==> src/hw/anr_pkg.sv <==
package anr_pkg;
   // Register indices on the management port
   localparam logic [4:0]  ADDR_NP_TX    = 5'h07;
   localparam logic [4:0]  ADDR_NP_RX    = 5'h08;
   localparam logic [4:0]  ADDR_MS_CTRL  = 5'h09;
   // Field positions
   localparam int          NP_BIT        = 15;
   localparam int          ACK_BIT       = 14;
   localparam int          MP_BIT        = 13;
   localparam int          ACK2_BIT      = 12;
   localparam int          TOG_BIT       = 11;
   localparam int          TM_LSB        = 13;
   localparam int          MAN_EN_BIT    = 12;
   localparam int          MAN_VAL_BIT   = 11;
   localparam int          PORT_BIT      = 10;
   localparam int          FD_BIT        = 9;
   localparam int          HD_BIT        = 8;
   // Reset values
   localparam logic [10:0] TX_CODE_RST   = 11'h001;
   localparam logic [2:0]  TM_RST        = 3'h0;
   localparam logic [4:0]  MS_ADV_RST    = 5'h0e;  // En 0, val 1, port 1, fd 1, hd 0
   localparam logic [1:0]  MDIX_AUTO     = 2'h3;
   typedef enum logic [2:0] {
      TM_NORMAL, TM_WAVEFORM, TM_JIT_MASTER, TM_JIT_SLAVE, TM_OTHER
   } anr_test_t;
endpackage

==> src/hw/anr_field.sv <==
`timescale 1ns/1ps
`default_nettype none
// Resettable field with separate hardware and software reset values
module anr_field #(
   parameter int            W       = 1,
   parameter logic [W-1:0]  HW_RST  = '0,
   parameter logic [W-1:0]  SW_RST  = '0,
   parameter bit            RETAIN  = 1'b0
) (
   // Clock and reset
   input  wire logic         clk,
   input  wire logic         rstn,
   input  wire logic         sw_rst,
   // Write port
   input  wire logic         we,
   input  wire logic [W-1:0] wdata,
   output logic      [W-1:0] q
);
   logic [W-1:0] q_next;

   // Retained fields ignore the software reset
   assign q_next = (sw_rst && !RETAIN) ? SW_RST : (we ? wdata : q);

   always_ff @(posedge clk or negedge rstn) begin
      if (!rstn) begin
         q <= HW_RST;
      end else begin
         q <= q_next;
      end
   end
endmodule
`default_nettype wire

==> src/hw/anr_regs.sv <==
// The implementer's own choice: strobed register access.
`timescale 1ns/1ps
`default_nettype none
module anr_regs
   import anr_pkg::*;
(
   // Clock and reset
   input  wire logic        clk,
   input  wire logic        rstn,
   input  wire logic        sw_rst,
   // Register port
   input  wire logic [4:0]  addr,
   input  wire logic [15:0] wdata,
   input  wire logic        wr,
   input  wire logic        rd,
   output logic      [15:0] rdata,
   // Auto-negotiation engine
   input  wire logic        an_restart,
   input  wire logic        link_down,
   input  wire logic        page_rx,
   input  wire logic [15:0] page_rx_word,
   input  wire logic        page_tx,
   input  wire logic [1:0]  mdix_mode,
   // Outputs to the engine and transmitter
   output logic      [15:0] tx_page_word,
   output logic      [2:0]  test_mode,
   output logic             ms_manual,
   output logic             ms_value,
   output logic             ms_port,
   output logic             adv_fd,
   output logic             adv_hd,
   output logic             page_rx_flag
);
   // Software-visible storage
   logic        np_q;
   logic        mp_q;
   logic        ack2_q;
   logic [10:0] code_q;
   logic [2:0]  tm_q;
   logic [4:0]  ms_q;
   logic        tog_reg;
   logic [15:0] rx_reg;
   logic        flag_reg;
   logic        flag_next;
   logic [15:0] rdata_next;
   logic [15:0] tx_word;
   logic [15:0] ms_word;
   logic        apply;
   logic        tm_allowed;
   logic [2:0]  tm_eff;
   logic        we_tx;
   logic        we_ms;
   logic        rd_rx;

   assign we_tx = wr && (addr == ADDR_NP_TX);
   assign we_ms = wr && (addr == ADDR_MS_CTRL);
   assign rd_rx = rd && (addr == ADDR_NP_RX);

   // Transmit page fields
   anr_field #(.W(1), .HW_RST(1'b0), .SW_RST(1'b0)) u_np (
      .clk(clk), .rstn(rstn), .sw_rst(sw_rst), .we(we_tx),
      .wdata(wdata[NP_BIT]), .q(np_q));
   anr_field #(.W(1), .HW_RST(1'b1), .SW_RST(1'b1)) u_mp (
      .clk(clk), .rstn(rstn), .sw_rst(sw_rst), .we(we_tx),
      .wdata(wdata[MP_BIT]), .q(mp_q));
   anr_field #(.W(1), .HW_RST(1'b0), .SW_RST(1'b0)) u_ack2 (
      .clk(clk), .rstn(rstn), .sw_rst(sw_rst), .we(we_tx),
      .wdata(wdata[ACK2_BIT]), .q(ack2_q));
   anr_field #(.W(11), .HW_RST(TX_CODE_RST), .SW_RST(TX_CODE_RST)) u_code (
      .clk(clk), .rstn(rstn), .sw_rst(sw_rst), .we(we_tx),
      .wdata(wdata[10:0]), .q(code_q));
   // Master-slave control fields
   anr_field #(.W(3), .HW_RST(TM_RST), .SW_RST(TM_RST)) u_tm (
      .clk(clk), .rstn(rstn), .sw_rst(sw_rst), .we(we_ms),
      .wdata(wdata[15:13]), .q(tm_q));
   anr_field #(.W(5), .HW_RST(MS_ADV_RST), .SW_RST(MS_ADV_RST), .RETAIN(1'b1)) u_ms (
      .clk(clk), .rstn(rstn), .sw_rst(sw_rst), .we(we_ms),
      .wdata(wdata[12:8]), .q(ms_q));

   // Toggle flips with every page sent, so it always reads as the inverse of
   // the value that went out with the previous page; it reads zero after reset
   always_ff @(posedge clk or negedge rstn) begin
      if (!rstn) begin
         tog_reg <= 1'b0;
      end else if (sw_rst) begin
         tog_reg <= 1'b0;
      end else if (page_tx) begin
         tog_reg <= ~tog_reg;
      end
   end

   // Received page is captured with the flag and held until the next one or a software reset
   always_ff @(posedge clk or negedge rstn) begin
      if (!rstn) begin
         rx_reg <= 16'h0000;
      end else if (sw_rst) begin
         rx_reg <= 16'h0000;
      end else if (page_rx) begin
         rx_reg <= page_rx_word;
      end
   end

   // Latching-high flag; a new page in the read cycle wins over the clear
   assign flag_next = page_rx ? 1'b1 : (rd_rx ? 1'b0 : flag_reg);
   always_ff @(posedge clk or negedge rstn) begin
      if (!rstn) begin
         flag_reg <= 1'b0;
      end else if (sw_rst) begin
         flag_reg <= 1'b0;
      end else begin
         flag_reg <= flag_next;
      end
   end

   // Advertisement applies only on restart or link loss
   assign apply = an_restart || link_down;
   // Test modes need crossover forced manual first
   assign tm_allowed = (mdix_mode != MDIX_AUTO);
   assign tm_eff     = tm_allowed ? tm_q : TM_RST;

   // Outputs held in flops
   always_ff @(posedge clk or negedge rstn) begin
      if (!rstn) begin
         ms_manual <= MS_ADV_RST[4];
         ms_value  <= MS_ADV_RST[3];
         ms_port   <= MS_ADV_RST[2];
         adv_fd    <= MS_ADV_RST[1];
         adv_hd    <= MS_ADV_RST[0];
      end else if (apply) begin
         ms_manual <= ms_q[4];
         ms_value  <= ms_q[3];
         ms_port   <= ms_q[2];
         adv_fd    <= ms_q[1];
         adv_hd    <= ms_q[0];
      end
   end

   always_ff @(posedge clk or negedge rstn) begin
      if (!rstn) begin
         test_mode    <= TM_RST;
         tx_page_word <= 16'h0000;
         page_rx_flag <= 1'b0;
         rdata        <= 16'h0000;
      end else begin
         test_mode    <= tm_eff;
         tx_page_word <= tx_word;
         page_rx_flag <= flag_next;
         rdata        <= rdata_next;
      end
   end

   // Read words; bit 14 of transmit and bits 7:0 of control read zero
   assign tx_word = {np_q, 1'b0, mp_q, ack2_q, tog_reg, code_q};
   assign ms_word = {tm_q, ms_q, 8'h00};
   assign rdata_next = !rd ? 16'h0000 :
                       (addr == ADDR_NP_TX)   ? tx_word :
                       (addr == ADDR_NP_RX)   ? rx_reg :
                       (addr == ADDR_MS_CTRL) ? ms_word : 16'h0000;

   // Checks
   chk_tx_bit14_zero: assert property (@(posedge clk) disable iff (!rstn)
      rd && addr == ADDR_NP_TX |=> rdata[ACK_BIT] == 1'b0)
      else $error("transmit bit 14 not zero");
   chk_ms_low_zero: assert property (@(posedge clk) disable iff (!rstn)
      rd && addr == ADDR_MS_CTRL |=> rdata[7:0] == 8'h00)
      else $error("control low byte not zero");
   chk_rx_capture: assert property (@(posedge clk) disable iff (!rstn)
      page_rx && !sw_rst ##1 rd && addr == ADDR_NP_RX && !page_rx && !sw_rst
      |=> rdata == $past(page_rx_word, 2))
      else $error("received page not captured");
   chk_flag_set: assert property (@(posedge clk) disable iff (!rstn)
      page_rx && !sw_rst |=> page_rx_flag)
      else $error("page flag not set");
   chk_tm_gate: assert property (@(posedge clk) disable iff (!rstn)
      mdix_mode == MDIX_AUTO |=> test_mode == TM_RST)
      else $error("test mode with auto crossover");
   chk_adv_hold: assert property (@(posedge clk) disable iff (!rstn)
      !apply |=> $stable(adv_fd) && $stable(ms_manual))
      else $error("advertisement changed without restart");
   chk_adv_apply: assert property (@(posedge clk) disable iff (!rstn)
      link_down |=> adv_hd == $past(ms_q[0]))
      else $error("link down did not apply settings");
   chk_toggle_inv: assert property (@(posedge clk) disable iff (!rstn)
      page_tx && !sw_rst |=> ##1 tx_page_word[TOG_BIT] != $past(tx_page_word[TOG_BIT]))
      else $error("toggle not inverse");
   // Writable transmit fields take the written value
   chk_np_write: assert property (@(posedge clk) disable iff (!rstn)
      we_tx && !sw_rst |=> np_q == $past(wdata[NP_BIT]))
      else $error("next page bit not written");
   chk_mp_write: assert property (@(posedge clk) disable iff (!rstn)
      we_tx && !sw_rst |=> mp_q == $past(wdata[MP_BIT]))
      else $error("message page bit not written");
   chk_ack2_write: assert property (@(posedge clk) disable iff (!rstn)
      we_tx && !sw_rst |=> ack2_q == $past(wdata[ACK2_BIT]))
      else $error("comply bit not written");
   chk_code_write: assert property (@(posedge clk) disable iff (!rstn)
      we_tx && !sw_rst |=> code_q == $past(wdata[10:0]))
      else $error("code field not written");
   // Software reset brings the transmit word back to its reset value
   chk_swrst_tx: assert property (@(posedge clk) disable iff (!rstn)
      sw_rst |=> tx_word == {4'h2, 1'b0, TX_CODE_RST})
      else $error("transmit word not reset");
   // Received page ignores writes and keeps its value between pages
   chk_rx_readonly: assert property (@(posedge clk) disable iff (!rstn)
      wr && addr == ADDR_NP_RX && !page_rx && !sw_rst |=> $stable(rx_reg))
      else $error("received page written");
   chk_rx_ack: assert property (@(posedge clk) disable iff (!rstn)
      page_rx && !sw_rst |=> rx_reg[ACK_BIT] == $past(page_rx_word[ACK_BIT]))
      else $error("partner acknowledge lost");
   chk_rx_hold: assert property (@(posedge clk) disable iff (!rstn)
      !page_rx && !sw_rst |=> $stable(rx_reg))
      else $error("received page changed");
   chk_flag_hold: assert property (@(posedge clk) disable iff (!rstn)
      !page_rx && !rd_rx && !sw_rst |=> $stable(page_rx_flag))
      else $error("page flag changed on its own");
   // Control register fields
   chk_tm_write: assert property (@(posedge clk) disable iff (!rstn)
      we_ms && !sw_rst |=> tm_q == $past(wdata[15:13]))
      else $error("test mode not written");
   chk_ms_retain: assert property (@(posedge clk) disable iff (!rstn)
      sw_rst && !we_ms |=> $stable(ms_q))
      else $error("retained bits lost on software reset");
   chk_manual_apply: assert property (@(posedge clk) disable iff (!rstn)
      apply |=> ms_manual == $past(ms_q[4]) && ms_value == $past(ms_q[3]))
      else $error("manual setting not applied");
   chk_port_apply: assert property (@(posedge clk) disable iff (!rstn)
      apply |=> ms_port == $past(ms_q[2]))
      else $error("port type not applied");
   chk_fd_apply: assert property (@(posedge clk) disable iff (!rstn)
      apply |=> adv_fd == $past(ms_q[1]))
      else $error("full duplex not applied");
   // Read data stand only in the cycle after a read strobe
   chk_rdata_idle: assert property (@(posedge clk) disable iff (!rstn)
      !rd |=> rdata == 16'h0000)
      else $error("read data outside read");
   cov_page_rx: cover property (@(posedge clk) disable iff (!rstn) page_rx ##1 rd_rx);
   cov_restart: cover property (@(posedge clk) disable iff (!rstn) we_ms ##[1:4] an_restart);
   cov_test_on: cover property (@(posedge clk) disable iff (!rstn) test_mode != TM_RST);
endmodule
`default_nettype wire

==> config.mk <==
export PLATFORM = sky130hd
export DESIGN_NAME = anr_regs
export DESIGN_NICKNAME = d
export VERILOG_FILES = /design/src/hw/anr_pkg.sv /design/src/hw/anr_field.sv /design/src/hw/anr_regs.sv
export SDC_FILE = /design/constraint.sdc
export NUM_CORES = 1
export LEC_CHECK = 0
export CAP_MARGIN = 20
export CORE_MARGIN = 2
export CORE_UTILIZATION = 35
export DETAILED_ROUTE_END_ITERATION = 16
export DONT_BUFFER_PORTS = 1
export GPL_TIMING_DRIVEN = 0
export PLACE_DENSITY_LB_ADDON = 0.05
export SLEW_MARGIN = 20
export SYNTH_ARGS = -nofsm -noshare
export SYNTH_HDL_FRONTEND = slang
export SYNTH_SLANG_ARGS = --single-unit
export TNS_END_PERCENT = 5
==> constraint.sdc <==
create_clock -name clk -period 1.1 [get_ports clk]
set_input_delay 0.055 -clock clk [delete_from_list [all_inputs] [get_ports clk]]
set_output_delay 0.055 -clock clk [all_outputs]
set_load 0.1 [all_outputs]
==> results.sh, run 1 <==
export IMPL_finalWorstSetupSlack_ns=-0.0992
export IMPL_post_synth_inst_count=256
export IMPL_cts_hold_buffers_added=35
export IMPL_drt_wirelength_per_cell_um=19.4
export IMPL_worst_setup_path_endpoint="adv_fd"
export IMPL_ys_warnings_count=0
export IMPL_p_int_mw=4.73
export IMPL_global_route_wire_length_before_repair_mm=12.9
export IMPL_drt_vias_per_instance=5.19
export IMPL_final_layout_size_suffix_gt1_share_pct=26.8
export IMPL_post_synth_instance_area_um2=3160
export IMPL_post_dp_hpwl_mm=5.36
export IMPL_final_design_area_no_fill_um2=4030
export IMPL_synth_yosys_seq_area_share_pct=63.6
export IMPL_remaining_drc_errors=0
export IMPL_setup_worst_path_end_class="primary output"
export IMPL_seqPwrFrac_pct=56.0
export IMPL_cts_buffers_inserted=9
export IMPL_fmax_ghz=0.834
export IMPL_timing_critical_path_depth=0
export IMPL_clock_tree_from_tritoncts="built"
export IMPL_port_buffers=0
export IMPL_p_leak_nw=1.64
export IMPL_timing_max_transition_violations_final=0
export IMPL_clock_sink_count=80
export IMPL_insertion_delay_ns=0.35
export IMPL_path_class="register to primary output"
export IMPL_grt_util_all_layers_pct=17.3
export IMPL_crit_reg2reg_capture="adv_fd"
export IMPL_syn_mean_instance_area_um2=12.4
export IMPL_hold_class="input port to asynchronous set/reset pin"
export IMPL_setup_reg_to_reg_worst_slack_ns=0.05
export IMPL_reg2regPathDepth=1
export IMPL_worst_setup_slack_post_dpl_ns=-0.521
export IMPL_dieWidth_um=99.0
export IMPL_initial_antenna_violation_count=0
export IMPL_critPathLaunch="adv_fd"
export IMPL_global_route_overflow_total=0
export IMPL_critPathArrivalTime_ns=1.14
export IMPL_route_vias_total=2148
export IMPL_critical_path_startpoint_type="register"
export IMPL_postSynthRegisterBits=80
export IMPL_cts_buffer_depth=2
export IMPL_syn_to_final_growth_pct=27.3
export IMPL_timing_max_cap_violations=0
export IMPL_ios=89
export IMPL_detailed_router_iteration_count_before_antenna_repair=4
export IMPL_peakVddDrop_mv=0.747
export IMPL_drt_first_iter_violations=101
export IMPL_run_status="complete, but fails checks"
export IMPL_grt_start_max_net_pins=81
export IMPL_place_area_um2=3300
export IMPL_setup_violations_final=3
export IMPL_first_global_vias=2319
export IMPL_final_worst_path_period_share_pct=109
export IMPL_drt_antenna_violating_nets=0
export IMPL_place_gp_congestion=0.804
export IMPL_rr_startpoint="adv_fd"
export IMPL_fin_worst_skew_ns=0.00731
export IMPL_cp_required_ns=1.04
export IMPL_die_area_um2=9810
export IMPL_regArea_um2=2160
export IMPL_core_um2=8720
export IMPL_pwr_cell_area_nw_per_um2=1630
export IMPL_fin_hold_ws_ns=-0.608
export IMPL_floorplan_rows=34
export IMPL_post_cts_buffers=0
export IMPL_cts_reportedPaths_clkPinSlew_ns=0.08
export IMPL_antenna_cells_inserted=0
export IMPL_power_switching_fraction_pct=27.7
export IMPL_area_occupied_by_multi_input_gates_um2=1070
export IMPL_initial_core_util_pct=36.3
export IMPL_total_power_mw=6.54
export IMPL_postSynthNetCount=304
export IMPL_die_y_um=99.0
export IMPL_tightestPinTransition_ns=0.709
export IMPL_power_net_switching_mw=1.82
export IMPL_timing_final_hold_violations=88
export IMPL_cts_root_buf="clkbuf_8"
export IMPL_ctsHtreeMaxLevel=3
export IMPL_grt_setup_unrepaired="yes"
export IMPL_wire_length_reported_by_the_detailed_router_mm=8.04
export IMPL_violations="negative hold slack, negative setup slack"
export IMPL_synth_lib_cells_used_distinct=36
export IMPL_critical_path_max_fanout=2
export IMPL_pwr_share_comb_pct=6.9
export IMPL_clockPowerShare_pct=37.0
export IMPL_num_nets_final=350
export IMPL_final_min_clock_period_ns=1.20
export IMPL_timing_max_slew_rel_slack_pct=52.6
export IMPL_number_of_fill_cells=812
==> cell type report <==
class	count	share of cell area, %
Buffer	19	2.24
Clock buffer	11	3.51
Clock inverter	4	1.93
Inverter	1	0.0932
Multi-Input combinational cell	156	26.5
Sequential cell	80	53.7
Tap cell	108	3.36
Timing Repair Buffer	35	8.70
==> layer usage <==
layer	share of wire [%]	wire length (um)	global-route usage [%]	up-vias
met2	45	3650	25.8	72
met5	0	0	0	-
met3	7.0	559	5.46	7
met1	47	3740	24.0	1065
met4	1.1	85	5.69	0
li1	-	-	-	1004
==> cells by family after synthesis <==
group                     Yosys count  synth area share [%]
DFF                                80                  63.6
and+or+nand+nor                    71                  13.1
AOI/OAI and AO/OA                  56                  11.0
muxes                              27                  8.94
buffers and inverters              20                  2.89
xor gates and xnor gates            1                 0.277
other                               1                 0.119
==> synth_stat cells (all sizes together) <==
master | n | area share, %
clkbuf | 12 | 1.4
conb | 1 | 0.12
nand3b | 8 | 1.9
dfrtp | 72 | 57
xnor2 | 1 | 0.28
nor3 | 2 | 0.67
nor4b | 1 | 0.47
a31oi | 7 | 1.4
a211o | 2 | 0.55
and3 | 2 | 0.40
inv | 1 | 0.12
nand2 | 2 | 0.24
and4b | 1 | 0.32
o31ai | 8 | 1.9
o21bai | 1 | 0.24
nand3 | 22 | 3.5
and2 | 3 | 0.59
nand2b | 4 | 0.79
or3b | 1 | 0.28
mux2i | 17 | 5.4
nor2 | 20 | 2.6
buf | 7 | 1.3
nor2b | 2 | 0.40
a22o | 8 | 2.2
nand4b | 1 | 0.28
nor3b | 1 | 0.40
dfstp | 8 | 6.6
o21ai | 15 | 2.4
mux2 | 10 | 3.6
a21oi | 15 | 2.4
and3b | 1 | 0.28
==> power by group through the flow <==
stage	clock network, mW	logic (mW)	registers [mW]
2_1_floorplan	0	0.282	3.65
3_3_place_gp	0	0.344	3.69
3_5_place_dp	0	0.347	3.69
4_1_cts	2.50	0.457	3.66
5_1_grt	2.64	0.502	3.69
6_report	2.42	0.455	3.67
==> worst min path at each step <==
stage / cells after the start / to / from / slack [ns]
2_1_floorplan: 0 / adv_hd / rstn / -0.24
3_3_place_gp: 0 / test_mode[0] / rstn / -0.24
3_5_place_dp: 0 / test_mode[0] / rstn / -0.24
4_1_cts: 0 / tx_page_word[7] / rstn / -0.62
5_1_grt: 0 / test_mode[2] / rstn / -0.64
6_report: 0 / test_mode[0] / rstn / -0.61
==> cell usage in the layout (no fill, tap or decap), types with 7 or more instances in the layout <==
master / instances
mux2i_1: 17
nand3_1: 22
dfrtp_1: 35
a21oi_1: 15
dlygate4sd3_1: 35
o21ai_0: 15
mux2_2: 10
nor2_1: 18
nand3b_1: 8
clkbuf_8: 10
o31ai_1: 8
clkbuf_1: 11
a22o_1: 8
dfrtp_4: 37
a31oi_1: 7
==> stage by stage <==
| stage | setup TNS [ns] | hold WS [ns] | cells | util, % |
|---|---|---|---|---|
| finish | -0.292 | -0.608 | 414 | 46.2 |
| global route | -0.424 | -0.644 | 414 | 46.2 |
| CTS | -0.340 | -0.622 | 414 | 45.5 |
| detailed placement | -11.92 | -0.239 | 364 | 37.8 |
| global placement | -11.95 | -0.239 | 364 | 37.8 |
| floorplan | -0.653 | -0.241 | 256 | - |
==> what timing repair did <==
| action | CTS | global route |
|---|---|---|
| endpoints found under the setup margin | 61 | 36 |
| hold endpoints to repair | 129 | 86 |
| resized for setup | 57 | 24 |
Power figures use the tool's default switching activity.
==> inputs of run 2 (changes only) <==
==> constraint.sdc (replaced) <==
create_clock -name clk -period 1.1 [get_ports clk]
set_input_delay 0.165 -clock clk [delete_from_list [all_inputs] [get_ports clk]]
set_output_delay 0.165 -clock clk [all_outputs]
set_load 0.1 [all_outputs]
==> run 2 against run 1 <==
  * The run still ends with negative hold slack, negative setup slack left
  * Worst hold slack improved by 0.10 ns
  * Critical endpoint is now ms_port
  * Sequential power about the same
  * Sequential share of layout area increased by 0.083 points
  * Clock-buffer cell count unchanged
  * Setup slack got worse by 0.12 ns
  * Clock skew increased by 0.0018 ns
  * Maximum frequency decreased by 9.0%
  * Via count increased by 1.4%
  * Combinational power increased by 2%
  * First-iteration DRC count decreased by 14%
  * Cell count decreased by 0.48%
  * Largest power group unchanged
==> results.sh, run 2 (synthesized netlist as in run 1, its figures left out) <==
export IMPL_p_int_mw=4.67
export IMPL_path_class="register to primary output"
export IMPL_grt_util_all_layers_pct=17.5
export IMPL_power_switching_fraction_pct=28.4
export IMPL_fin_hold_ws_ns=-0.504
export IMPL_global_route_wire_length_before_repair_mm=13.0
export IMPL_drt_wirelength_per_cell_um=19.9
export IMPL_final_layout_size_suffix_gt1_share_pct=28.3
export IMPL_drt_first_iter_violations=87
export IMPL_initial_core_util_pct=36.3
export IMPL_pwr_cell_area_nw_per_um2=1620
export IMPL_port_buffers=0
export IMPL_dieWidth_um=99.0
export IMPL_finalWorstSetupSlack_ns=-0.218
export IMPL_critical_path_startpoint_type="register"
export IMPL_setup_worst_path_end_class="primary output"
export IMPL_peakVddDrop_mv=0.837
export IMPL_core_um2=8720
export IMPL_timing_max_slew_rel_slack_pct=51.1
export IMPL_final_cell_mix="dfrtp_4, dfrtp_1, dlygate4sd3_1"
export IMPL_critical_path_max_fanout=2
export IMPL_cts_buffers_inserted=9
export IMPL_insertion_delay_ns=0.35
export IMPL_p_leak_nw=1.64
export IMPL_commonest_non_fill_non_tap_cell_in_the_layout="dfrtp_4"
export IMPL_route_vias_total=2178
export IMPL_antenna_cells_inserted=0
export IMPL_drt_antenna_violating_nets=0
export IMPL_setup_violations_final=40
export IMPL_power_net_switching_mw=1.86
export IMPL_timing_max_transition_violations_final=0
export IMPL_cts_buffer_depth=2
export IMPL_syn_to_final_growth_pct=27.1
export IMPL_cts_reportedPaths_clkPinSlew_ns=0.09
export IMPL_detailed_router_iteration_count_before_antenna_repair=4
export IMPL_wire_length_reported_by_the_detailed_router_mm=8.20
export IMPL_violations="negative hold slack, negative setup slack"
export IMPL_post_cts_buffers=0
export IMPL_timing_critical_path_depth=0
export IMPL_timing_final_hold_violations=80
export IMPL_num_nets_final=347
export IMPL_first_global_vias=2263
export IMPL_timing_max_cap_violations=0
export IMPL_global_route_overflow_total=0
export IMPL_ctsHtreeMaxLevel=3
export IMPL_cp_required_ns=0.94
export IMPL_worst_setup_slack_post_dpl_ns=-0.669
export IMPL_postLayoutCoreUtil_pct=46.1
export IMPL_number_of_fill_cells=813
export IMPL_fin_worst_skew_ns=0.00907
export IMPL_drt_vias_per_instance=5.29
export IMPL_clock_sink_count=80
export IMPL_remaining_drc_errors=0
export IMPL_place_gp_congestion=0.841
export IMPL_reg2regPathDepth=1
export IMPL_final_design_area_no_fill_um2=4020
export IMPL_pwr_share_comb_pct=7.1
export IMPL_run_status="complete, but fails checks"
export IMPL_cts_root_buf="clkbuf_8"
export IMPL_critPathArrivalTime_ns=1.15
export IMPL_grt_start_max_net_pins=81
export IMPL_hold_class="input port to asynchronous set/reset pin"
export IMPL_post_dp_hpwl_mm=5.40
export IMPL_floorplan_rows=34
export IMPL_place_area_um2=3310
export IMPL_totalNegativeSetupSlack_ns=-2.17
export IMPL_grt_setup_unrepaired="yes"
export IMPL_die_area_um2=9810
export IMPL_final_min_clock_period_ns=1.32
export IMPL_seqPwrFrac_pct=56.1
export IMPL_tightestPinTransition_ns=0.730
export IMPL_fmax_ghz=0.759
export IMPL_clockPowerShare_pct=36.8
export IMPL_final_worst_path_period_share_pct=120
export IMPL_cts_hold_buffers_added=32
export IMPL_initial_antenna_violation_count=0
export IMPL_clock_tree_from_tritoncts="built"
export IMPL_ios=89
export IMPL_die_y_um=99.0
## run 2: cell count changes in the layout (fill, tap and decap cells not counted), sizes merged
cell / delta
clkinvlp: +1
dlygate4sd3: -3
clkbuf: +1
buf: -1
inv: -1
clkinv: +1
## run 2: area by class of cell
class	instances	area [um2]	area share (%)
Clock buffer	11	131	3.27
Buffer	19	95.1	2.37
Sequential cell	80	2160	53.8
Timing Repair Buffer	32	320	7.97
Clock inverter	5	81.3	2.02
Tap cell	108	135	3.36
Multi-Input combinational cell	156	1090	27.1
Inverter	1	3.75	0.0934
## run 2: stage by stage
| step | cells | power (mW) | hold slack, ns |
|---|---|---|---|
| after detailed placement | 364 | 4.04 | -0.128 |
| after floorplan | 256 | 3.94 | -0.131 |
| after global routing | 412 | 6.78 | -0.527 |
| after CTS | 412 | 6.59 | -0.519 |
| final | 412 | 6.53 | -0.504 |
| after global placement | 364 | 4.04 | -0.128 |
## run 2: worst paths after layout
check / from / end / slack, ns
max in group asynchronous: rstn / u_ms.q[1] / 1.35
min in group clk: mdix_mode[1] / test_mode[1] / 0.05
setup / recovery: ms_port / ms_port / -0.22
hold reg to reg: u_code.q[4] / tx_page_word[4] / 0.40
setup reg to reg: adv_fd / adv_fd / 0.04
hold / removal: rstn / rdata[7] / -0.50
## run 2: timing repair
action,CTS,global route
endpoints found under the hold margin,117,80
setup endpoints to repair,62,70
gates cloned,0,0
pin swaps,0,1
resized for setup,80,8
## run 2: power groups by stage
stage                     clock network, mW  logic [mW]  registers (mW)
after floorplan                           0       0.290            3.65
after global placement                    0       0.352            3.69
after detailed placement                  0       0.355            3.69
after CTS                              2.46       0.461            3.67
after global routing                   2.58       0.506            3.69
final                                  2.40       0.462            3.66
## run 2: metal layers
metal / track usage (%) / vias to the layer above / part of all wire [%] / wire [um]
met5: 0 / - / 0 / 0
met3: 4.68 / 11 / 6.9 / 566
li1: - / 999 / - / -
met4: 6.95 / 0 / 1.6 / 131
met2: 25.9 / 72 / 46 / 3730
met1: 24.6 / 1096 / 46 / 3770
